<file path="src/aop_pkg.sv">
package aop_pkg;
    // Pipeline depth from sample to output word
    localparam int PIPE_LATENCY = 21;
    // Extra cycle when input-to-output clock delay exceeds a period
    localparam int EXTRA_LATENCY = 1;
    localparam int WIDTH_WIDE = 14;
    localparam int WIDTH_NARROW = 12;
    localparam int GAIN_W = 3;
    localparam logic [2:0] GAIN_RESET = 3'h0;
    // Gain step in tenths of dB, code n gives n steps
    localparam int GAIN_STEP_DB_X10 = 5;
    // Full-scale in millivolts at each gain code
    localparam logic [15:0] FS_MV [8] = '{16'h05DC, 16'h0582, 16'h0532, 16'h04EC,
                                          16'h04A6, 16'h0460, 16'h0424, 16'h03E8};
    localparam int FIFO_DEPTH = 16;

    // Output mode
    typedef enum logic [0:0] {
        AOP_MODE_DDR = 1'b0,
        AOP_MODE_CMOS = 1'b1
    } aop_mode_t;

    // Word travelling through pipeline and FIFO
    typedef struct packed {
        logic [WIDTH_WIDE-1:0] data;
    } aop_word_t;
endpackage

</file>
<file path="src/aop_fifo.sv">
`timescale 1ns/1ps
module aop_fifo #(
    parameter int WIDTH = 14,
    parameter int DEPTH = 16
) (
    // Clock and reset
    input wire logic clk,
    input wire logic rst_n,
    // Fill side
    input wire logic in_valid,
    output logic in_ready,
    input wire logic [WIDTH-1:0] in_data,
    // Drain side
    output logic out_valid,
    input wire logic out_ready,
    output logic [WIDTH-1:0] out_data
);
    localparam int AW = $clog2(DEPTH);
    logic [WIDTH-1:0] mem [DEPTH];
    logic [AW:0] wr_r;
    logic [AW:0] rd_r;
    logic push;
    logic pop;

    // Honest full and empty from pointer difference
    assign in_ready = (wr_r - rd_r) != (AW+1)'(DEPTH);
    assign out_valid = wr_r != rd_r;
    assign push = in_valid && in_ready;
    assign pop = out_valid && out_ready;
    assign out_data = mem[rd_r[AW-1:0]];

    // Storage, no reset needed
    always_ff @(posedge clk) begin
        if (push) begin
            mem[wr_r[AW-1:0]] <= in_data;
        end
    end

    // Pointers
    always_ff @(posedge clk) begin
        if (!rst_n) begin
            wr_r <= '0;
            rd_r <= '0;
        end else begin
            if (push) begin
                wr_r <= wr_r + 1'b1;
            end
            if (pop) begin
                rd_r <= rd_r + 1'b1;
            end
        end
    end
endmodule

</file>
<file path="src/aop_top.sv">
`timescale 1ns/1ps
// Functional notes
// Sample input on each conversion clock rise
// Output word appears 21 cycles later
// Add one cycle when clock delay long
// Fourteen or twelve bit words, two forms
// Offset binary or twos complement format
// DDR lane carries even and odd bit
// CMOS drives every bit on own line
// Controller pulses reset high for serial
// Parallel configuration holds reset high always
// Gain zero to 3.5 dB, 0.5 steps
// Reset selects zero dB gain
// Gain shrinks full-scale 1.5 to 1 Vpp
// Even bits fall edge, odd bits rise
// Mode chosen by register bit or pin
// Receiver latches CMOS words on rise
// Three-bit gain code, n half-dB steps
// Output clock follows input clock phase
module aop_top
    import aop_pkg::*;
#(
    parameter int WIDTH = WIDTH_WIDE,
    parameter int DEPTH = FIFO_DEPTH
) (
    // System clock and reset
    input wire logic clk,
    input wire logic rst_n,
    // Conversion clock from outside, sampled
    input wire logic sample_clk,
    // Raw quantiser result, offset binary
    input wire logic [WIDTH-1:0] sample_in,
    // Configuration
    input wire logic mode_reg_sel,
    input wire logic mode_reg_cmos,
    input wire logic interface_select_pin,
    input wire logic twos_comp,
    input wire logic long_clk_delay,
    input wire logic [GAIN_W-1:0] gain_code,
    input wire logic gain_load,
    // Outputs
    output logic [WIDTH/2-1:0] ddr_lane,
    output logic output_clock_pos,
    output logic [WIDTH-1:0] cmos_data,
    output logic cmos_output_clock,
    output logic [GAIN_W-1:0] gain_r,
    output logic [15:0] full_scale_mv,
    output logic overflow
);
    localparam int TOTAL = PIPE_LATENCY + EXTRA_LATENCY;
    localparam int HALF = WIDTH / 2;

    logic [2:0] sck_sync_r;
    logic sck_rise;
    logic sck_fall;
    logic [WIDTH-1:0] pipe_r [TOTAL];
    logic [TOTAL-1:0] vld_r;
    logic [WIDTH-1:0] word_tap;
    logic word_vld;
    logic fifo_ready;
    logic out_vld;
    logic [WIDTH-1:0] out_word;
    logic [WIDTH-1:0] word_r;
    logic [HALF-1:0] even_bit_slot;
    logic [HALF-1:0] odd_bit_slot;
    aop_mode_t mode;
    logic sck_in;
    logic [4:0] rise_cnt_r;

    // Two-flop sync; second and third stages feed edge detect
    always_ff @(posedge clk) begin
        if (!rst_n) begin
            sck_sync_r <= 3'h0;
        end else begin
            sck_sync_r <= {sck_sync_r[1:0], sample_clk};
        end
    end
    assign sck_in = sck_sync_r[1];
    assign sck_rise = sck_in && !sck_sync_r[2];
    assign sck_fall = !sck_in && sck_sync_r[2];

    // Register bit overrides pin when selected
    assign mode = mode_reg_sel ? aop_mode_t'(mode_reg_cmos) : aop_mode_t'(interface_select_pin);

    // Gain code, zero dB after reset
    always_ff @(posedge clk) begin
        if (!rst_n) begin
            gain_r <= GAIN_RESET;
        end else if (gain_load) begin
            gain_r <= gain_code; // see R10
        end
    end
    // Full-scale is informational, analog does the scaling
    assign full_scale_mv = FS_MV[gain_r];

    // Pipeline advances one stage per sample edge
    always_ff @(posedge clk) begin
        if (!rst_n) begin
            vld_r <= '0;
        end else if (sck_rise) begin
            vld_r <= {vld_r[TOTAL-2:0], 1'b1};
        end
    end
    always_ff @(posedge clk) begin
        if (sck_rise) begin
            pipe_r[0] <= twos_comp ? {~sample_in[WIDTH-1], sample_in[WIDTH-2:0]} : sample_in;
        end
    end
    for (genvar i = 1; i < TOTAL; i++) begin : g_pipe
        always_ff @(posedge clk) begin
            if (sck_rise) begin
                pipe_r[i] <= pipe_r[i-1];
            end
        end
    end

    // Tap at 21 or 22 stages
    assign word_tap = long_clk_delay ? pipe_r[TOTAL-1] : pipe_r[PIPE_LATENCY-1];
    assign word_vld = sck_rise && (long_clk_delay ? vld_r[TOTAL-1] : vld_r[PIPE_LATENCY-1]);

    // FIFO absorbs sync jitter; drained one word per falling sample edge
    aop_fifo #(.WIDTH(WIDTH), .DEPTH(DEPTH)) u_fifo (
        .clk(clk),
        .rst_n(rst_n),
        .in_valid(word_vld),
        .in_ready(fifo_ready),
        .in_data(word_tap),
        .out_valid(out_vld),
        .out_ready(sck_fall),
        .out_data(out_word)
    );

    // Drops show as sticky overflow rather than silent loss
    always_ff @(posedge clk) begin
        if (!rst_n) begin
            overflow <= 1'b0;
        end else if (word_vld && !fifo_ready) begin
            overflow <= 1'b1;
        end
    end

    // Word updated at falling sample edge, mid-period of output clock
    always_ff @(posedge clk) begin
        if (!rst_n) begin
            word_r <= '0;
        end else if (sck_fall && out_vld) begin
            word_r <= out_word; // see R4
        end
    end

    for (genvar b = 0; b < HALF; b++) begin : g_lane
        assign even_bit_slot[b] = word_r[2*b];
        assign odd_bit_slot[b] = word_r[2*b+1];
    end

    // Clock copies follow the synced input clock: fixed phase to data
    always_ff @(posedge clk) begin
        if (!rst_n) begin
            output_clock_pos <= 1'b0;
            cmos_output_clock <= 1'b0;
        end else begin
            output_clock_pos <= (mode == AOP_MODE_DDR) ? sck_in : 1'b0;
            cmos_output_clock <= (mode == AOP_MODE_CMOS) ? sck_in : 1'b0; // see R17
        end
    end

    // Even bits launched while clock low, odd while high
    always_ff @(posedge clk) begin
        if (!rst_n) begin
            ddr_lane <= '0;
            cmos_data <= '0;
        end else begin
            ddr_lane <= (mode == AOP_MODE_DDR) ? (sck_in ? odd_bit_slot : even_bit_slot) : '0;
            cmos_data <= (mode == AOP_MODE_CMOS) ? word_r : '0;
        end
    end

    // Sample edges since reset, saturating; an independent view of pipeline fill
    always_ff @(posedge clk) begin
        if (!rst_n) begin
            rise_cnt_r <= 5'h0;
        end else if (sck_rise && rise_cnt_r != 5'(TOTAL)) begin
            rise_cnt_r <= rise_cnt_r + 5'h1;
        end
    end

    // Checks
    chk_gain_reset: assert property (@(posedge clk) $rose(rst_n) |-> gain_r == 3'h0)
        else $error("gain not zero after reset");
    chk_gain_load: assert property (@(posedge clk) disable iff (!rst_n)
        gain_load |=> gain_r == $past(gain_code))
        else $error("gain load failed");
    chk_fs_top: assert property (@(posedge clk) disable iff (!rst_n)
        gain_r == 3'h7 |-> full_scale_mv == 16'h03E8)
        else $error("full scale wrong at max gain");
    chk_mode_pin: assert property (@(posedge clk) disable iff (!rst_n)
        !mode_reg_sel |-> mode == aop_mode_t'(interface_select_pin))
        else $error("mode not from pin");
    chk_clk_follow: assert property (@(posedge clk) disable iff (!rst_n)
        mode == AOP_MODE_DDR && $stable(mode) |=> output_clock_pos == $past(sck_in))
        else $error("output clock lost phase");
    chk_ddr_odd: assert property (@(posedge clk) disable iff (!rst_n)
        mode == AOP_MODE_DDR && sck_in |=> ddr_lane == $past(odd_bit_slot))
        else $error("odd bits not on high phase");
    chk_ddr_even: assert property (@(posedge clk) disable iff (!rst_n)
        mode == AOP_MODE_DDR && !sck_in |=> ddr_lane == $past(even_bit_slot))
        else $error("even bits not on low phase");
    chk_cmos_data: assert property (@(posedge clk) disable iff (!rst_n)
        mode == AOP_MODE_CMOS |=> cmos_data == $past(word_r))
        else $error("cmos data mismatch");
    chk_pipe_vld: assert property (@(posedge clk) disable iff (!rst_n)
        word_vld |-> rise_cnt_r >= (long_clk_delay ? 5'(TOTAL) : 5'(PIPE_LATENCY)))
        else $error("word before pipeline filled");
    chk_tap_long: assert property (@(posedge clk) disable iff (!rst_n)
        long_clk_delay |-> word_tap == pipe_r[TOTAL-1])
        else $error("extra latency not applied");
    cov_ddr: cover property (@(posedge clk) disable iff (!rst_n) mode == AOP_MODE_DDR && word_vld);
    cov_cmos: cover property (@(posedge clk) disable iff (!rst_n) mode == AOP_MODE_CMOS && word_vld);
    cov_gain: cover property (@(posedge clk) disable iff (!rst_n) gain_load ##1 gain_r == 3'h7);
    cov_long: cover property (@(posedge clk) disable iff (!rst_n) long_clk_delay && twos_comp && word_vld);
endmodule

</file>
<file path="config.mk">
export PLATFORM = sky130hd
export DESIGN_NAME = aop_top
export DESIGN_NICKNAME = d
export VERILOG_FILES = /design/src/aop_pkg.sv /design/src/aop_fifo.sv /design/src/aop_top.sv
export SDC_FILE = /design/constraint.sdc
export NUM_CORES = 1
export LEC_CHECK = 0
export BUFFER_PORTS_ARGS = -buffer_cell sky130_fd_sc_hd__buf_2
export CORE_ASPECT_RATIO = 0.6
export CORE_MARGIN = 2
export CORE_UTILIZATION = 30
export CTS_BUF_LIST = sky130_fd_sc_hd__clkbuf_4
export CTS_CLUSTER_DIAMETER = 100
export DETAILED_ROUTE_END_ITERATION = 12
export PLACE_DENSITY_LB_ADDON = 0.12
export SETUP_SLACK_MARGIN = 0.4
export SLEW_MARGIN = 20
export SYNTH_ARGS = -nofsm -noshare
export SYNTH_HDL_FRONTEND = slang
export SYNTH_HIERARCHICAL = 1
export SYNTH_SLANG_ARGS = --single-unit
</file>
<file path="constraint.sdc">
create_clock -name clk -period 3.8 [get_ports clk]
set_input_delay 0.95 -clock clk [delete_from_list [all_inputs] [get_ports clk]]
set_output_delay 0.95 -clock clk [all_outputs]
set_load 0.1 [all_outputs]
</file>
# After elaboration in Yosys (flattened, before gate mapping)
# Memories as Yosys holds them, arrays and structs flattened. A register that Yosys moved wholly into a read port is not among the register bits.
# Cells that the tools add are included.
[classes]
muxes = 11
mul = 0
n_bitwise = 3
shift = 0
n_addsub = 3
reduce_logical = 12
div = 0
order_cmp = 1
eq_ne = 2
[op_table]
columns = ["operator", "count"]
rows = [
  ["$mux 16", 2],
  ["$mux 14", 2],
  ["$add 5x1->5 const B", 2],
  ["$mux 7", 1],
  ["$logic_and 1x1->1", 6],
  ["$mux 1", 6],
  ["$ne 5x5->1", 1],
  ["$ne 5x5->1 const B", 1],
  ["$sub 5x5->5", 1],
  ["$ge 4x4->1 const B", 1],
  ["$logic_not 1->1", 4],
  ["$not 3->4", 1],
  ["$not 1->1", 2],
  ["$reduce_and 2->1", 1],
  ["$reduce_or 2->1", 1],
]
[word_totals]
reg_bits = 62
memories = 3
mem_bits_ro = 128
elab_cells = 45
inputBits = 26
out_inout_bits = 43
latch_bits = 0
mem_bits_rw = 532
[memory_table]
columns = ["name", "depth", "word_bits", "rd", "rd_clocked_by_memory_dff", "wr", "line", "source"]
rows = [
  ["pipe_r", 22, 14, 22, 0, 22, "aop_top.sv:56", "logic [WIDTH-1:0] pipe_r [TOTAL];"],
  ["u_fifo.mem", 16, 14, 1, 1, 1, "aop_fifo.sv:19", "logic [WIDTH-1:0] mem [DEPTH];"],
  ["(name not given)", 8, 16, 1, 0, 0, "aop_top.sv:94", "assign full_scale_mv = FS_MV[gain_r];"],
]

# Longest topological paths before layout
[logic_depth]
word_depth = 6
depth_mapped = 10
depth_no_buf = 9

# Hierarchy
# Netlist, hierarchy kept.
[by_module_without_submodules]
columns = ["mod", "seq_area_each_um2", "area_each_um2", "cells_each", "instances"]
rows = [
  ["aop_top", 10570.1, 11991.5, 588, 1],
  ["aop_fifo", 7006.7, 9243.9, 413, 1],
]

# Worst setup path after synthesis
# No wires, ideal clock.
[synth_timing]
path_kind = "reg-to-output"
startpoint = "register gain_r[0]"
endpoint = "output full_scale_mv[2]"
t_arrival_ns = 3.230
stages_incl_launch_ff = 5
n_path_buf = 0
path_slack_ns = -0.380
cell_sequence = "dfxtp_1 > inv_1 > ha_1 > nor2b_1 > a21oi_1"
[synth_between]
elab_chain_cells = 4
[synth_lines]
columns = ["element", "line", "source"]
rows = [
  ["start: declaration", "aop_top.sv:46", "output logic [GAIN_W-1:0] gain_r,"],
  ["start signal: assignment", "aop_top.sv:90", "gain_r <= gain_code;"],
  ["$not 3->4 (not written as such)", "aop_top.sv:94", ""],
  ["$mem_v2 8x16", "-", ""],
  ["$mux 16 (not written as such) (2 in a row)", "aop_top.sv:94", ""],
  ["end: declaration", "aop_top.sv:47", "output logic [15:0] full_scale_mv,"],
]
# Every way passes these cells. The select of a mux whose other input is x is not followed.

# Worst setup path in the final report
[layout_timing]
startpoint = "register gain_r[0]"
endpoint = "output full_scale_mv[1]"
# The elaborated chain is that of the path after synthesis.

==> results.toml <==
[clocking]
numCtsBuffers = 150
cts_sinks = 612
postCtsHoldBufs = 0
cts_tree = "yes"
h-tree-depth = 4
clock_path_buffers = 3
cts_root_buf = "clkbuf_4"
insertion_delay_ns = 0.87
clkSlewWorstSetupHoldPaths_ns = 0.07

[synth]
yosys_warnings = 6
synth.avg_cell_area_sq_um = 21.2
synth_edf_count = 532
synthFlopType = "edfxtp_1"
ys_seq_area_share_pct = 82.8
syn_inst = 1001
synth_cell_type_count = 51
ys_ff_latch = 612
netlist_area_sq_mm = 0.0212
async_flop_share_pct = 0

[sta]
finalSetupViolCount = 0
fin_setup_tns_ns = 0
clock_skew_ns = 0.0752
fin_crit_sh_pct = 84.6
rsz0062_at_grt = "no"
relSlewSlack_pct = 34.6
maxSlewViolCount = 0
worstMarginPinSlew_ns = 0.982
fmax_mhz = 311
layout_min_cycle_time_ns = 3.22
hold_viol = 0

[drt]
drtIter0Drc = 824
wire_per_inst_microns = 19.1
vias_per_cell = 4.40
postRouteAntennaNets = 0
drc = 0
wirelength_mm = 42.7
drt_pre_antenna_iters = 4
via_count = 9832

[grt]
grt_max_degree = 89
grtUsageTotal_pct = 11.9
overflow = 0
grt_pass1_wl_mm = 63.8
antenna_found_initial = 9
grt_pass1_vias = 10100

[floorplanning]
core.rowCount = 75
die_area_sq_mm = 0.0730
initial_core_util_pct = 30.3
die_width_microns = 347
io_pins = 69
core_sq_mm = 0.0700
die-height_microns = 210

[layout]
layout.nets = 1246
layout_common_cells = "edfxtp_1 (532), clkbuf_4 (220), dfxtp_1 (75)"
layout_commonest_cell = "edfxtp_1"
synthToLayoutAreaGrowth_pct = 17.3
fin_util_pct = 35.6
layout-drive-gt1-share_pct = 34.2

[outcome]
status = "finished, final reports clean"

[critical_path]
cp_slowest_cell = "dfxtp_4"
critPathKind = "reg -> out"
regToRegSetupSlack_ns = 0.95
reg2reg_depth = 10
crit_required_ns = 2.85
r2r-start = "u_fifo/rd_r[1]"
critPathTopFamily = "flip-flops"
r2r-end = "u_fifo/mem[10][1]"
cp-end-kind = "primary output"
crit_arrival_ns = 2.27
cp_max_fo = 7
critPathMaxStageDelay_ns = 0.40
cp_num_cells = 5
crit_start = "gain_r[0]"
critPathBufInv = 2
worstSetupEndpoint = "full_scale_mv[1]"
critPathLaunchType = "flop"
crit_chain = "inv_1 -> ha_4 -> nor2b_4 -> a21o_1 -> buf_12"

[power_and_ir_drop]
ir_drop_uv = 277
p_leak_nw = 8.17
p_per_area_mw_per_mm2 = 531

[place]
numPortBuffers = 62
routabilityCongestion = 0.764
place_hpwl_mm = 24.9

[min_path]
worstHoldPathType = "in -> reg"
hold_depth = 1

[flow_run]
maxCapViolCount = 0
==> synth_stat cells (2+ instances only) <==
library cell	number	area (sq um)
edfxtp_1	532	16000
dfxtp_1	80	1600
mux4_2	70	1580
nand2_1	63	236
and2_1	21	131
a21boi_2	18	203
nand3_1	18	90.1
nor2_1	18	67.6
o21ai_0	17	85.1
and3_1	14	87.6
mux2_2	14	158
mux2i_1	14	140
ha_1	13	163
buf_2	12	60.1
clkbuf_1	12	45.0
inv_1	10	37.5
a21oi_1	9	45.0
nor2b_1	9	56.3
buf_4	8	60.1
xnor2_1	5	43.8
buf_6	4	45.0
o21a_1	4	30.0
clkbuf_2	3	15.0
a21boi_0	2	15.0
buf_12	2	40.0
nand4_1	2	12.5
nor3_1	2	10.0
xor2_1	2	17.5
==> power by group <==
group / total (mW) / internal (mW) / leakage (nW) / switching, mW
Sequential: 7.40 / 7.37 / 5.49 / 0.0295
Clock: 5.49 / 2.92 / 1.14 / 2.57
Combinational: 0.335 / 0.0676 / 1.54 / 0.268
==> timing repair <==
action,4_1_cts,5_1_grt
setup endpoints to repair,6,4
buffers inserted,0,0
resized for setup,12,4
pin swaps,0,0
==> cell type report <==
cell class / instances / area, sq um
Antenna cell: 1 / 2.50
Clock buffer: 220 / 1650
Sequential cell: 612 / 17600
Multi-Input combinational cell: 340 / 3440
Fill cell: 6669 / 45100
Timing Repair Buffer: 91 / 739
Inverter: 12 / 61.3
Clock inverter: 36 / 263
Tap cell: 924 / 1160
==> state kept, by name (all words and copies together) (netlist names), named ones only <==
name / cells
pipe_r: 308
u_fifo/mem: 224
vld_r: 22
cmos_data: 14
word_r: 14
ddr_lane: 7
u_fifo/rd_r: 5
u_fifo/wr_r: 5
gain_r: 3
sck_sync_r: 3
cmos_output_clock: 1
output_clock_pos: 1
overflow: 1
==> through the flow <==
step / hold slack [ns] / total power [mW] / cells / setup WS, ns / area (sq um)
global route: 0.143 / 13.9 / 2236 / 0.408 / 24900
CTS: 0.136 / 13.5 / 2235 / 0.339 / 24900
floorplan: 0.400 / 7.77 / 1006 / 0.363 / 21300
detailed placement: 0.405 / 7.87 / 1979 / 0.877 / 22900
finish: 0.288 / 13.2 / 2236 / 0.583 / 24900
global placement: 0.401 / 7.86 / 1979 / 0.908 / 22900
==> kinds of logic after synthesis <==
| family | synth area share [%] |
|---|---|
| mux | 8.83 |
| simple gates | 3.78 |
| flops | 82.8 |
| other cells | 0.0177 |
| compound gates | 2.04 |
| xor+xnor | 0.289 |
| fa+ha+maj | 0.766 |
| buf+inv | 1.51 |
==> layer usage <==
layer	track usage [%]	up-vias	share of wire (%)
met1	19.5	5013	54
met4	4.33	0	1.7
li1	-	4421	-
met3	3.82	77	7.5
met2	14.1	321	37
met5	0	-	0
==> worst min path at each step <==
stage / start / endpoint
after global placement: pipe_r[2][23] / pipe_r[2][37]
after floorplan: pipe_r[0][86] / pipe_r[0][100]
after detailed placement: pipe_r[0][95] / pipe_r[0][109]
after CTS: sample_in[8] / pipe_r[0][8]
after global routing: sample_in[0] / pipe_r[0][0]
final: sample_in[8] / pipe_r[0][8]
No activity file was read; power rests on OpenSTA's default activity.
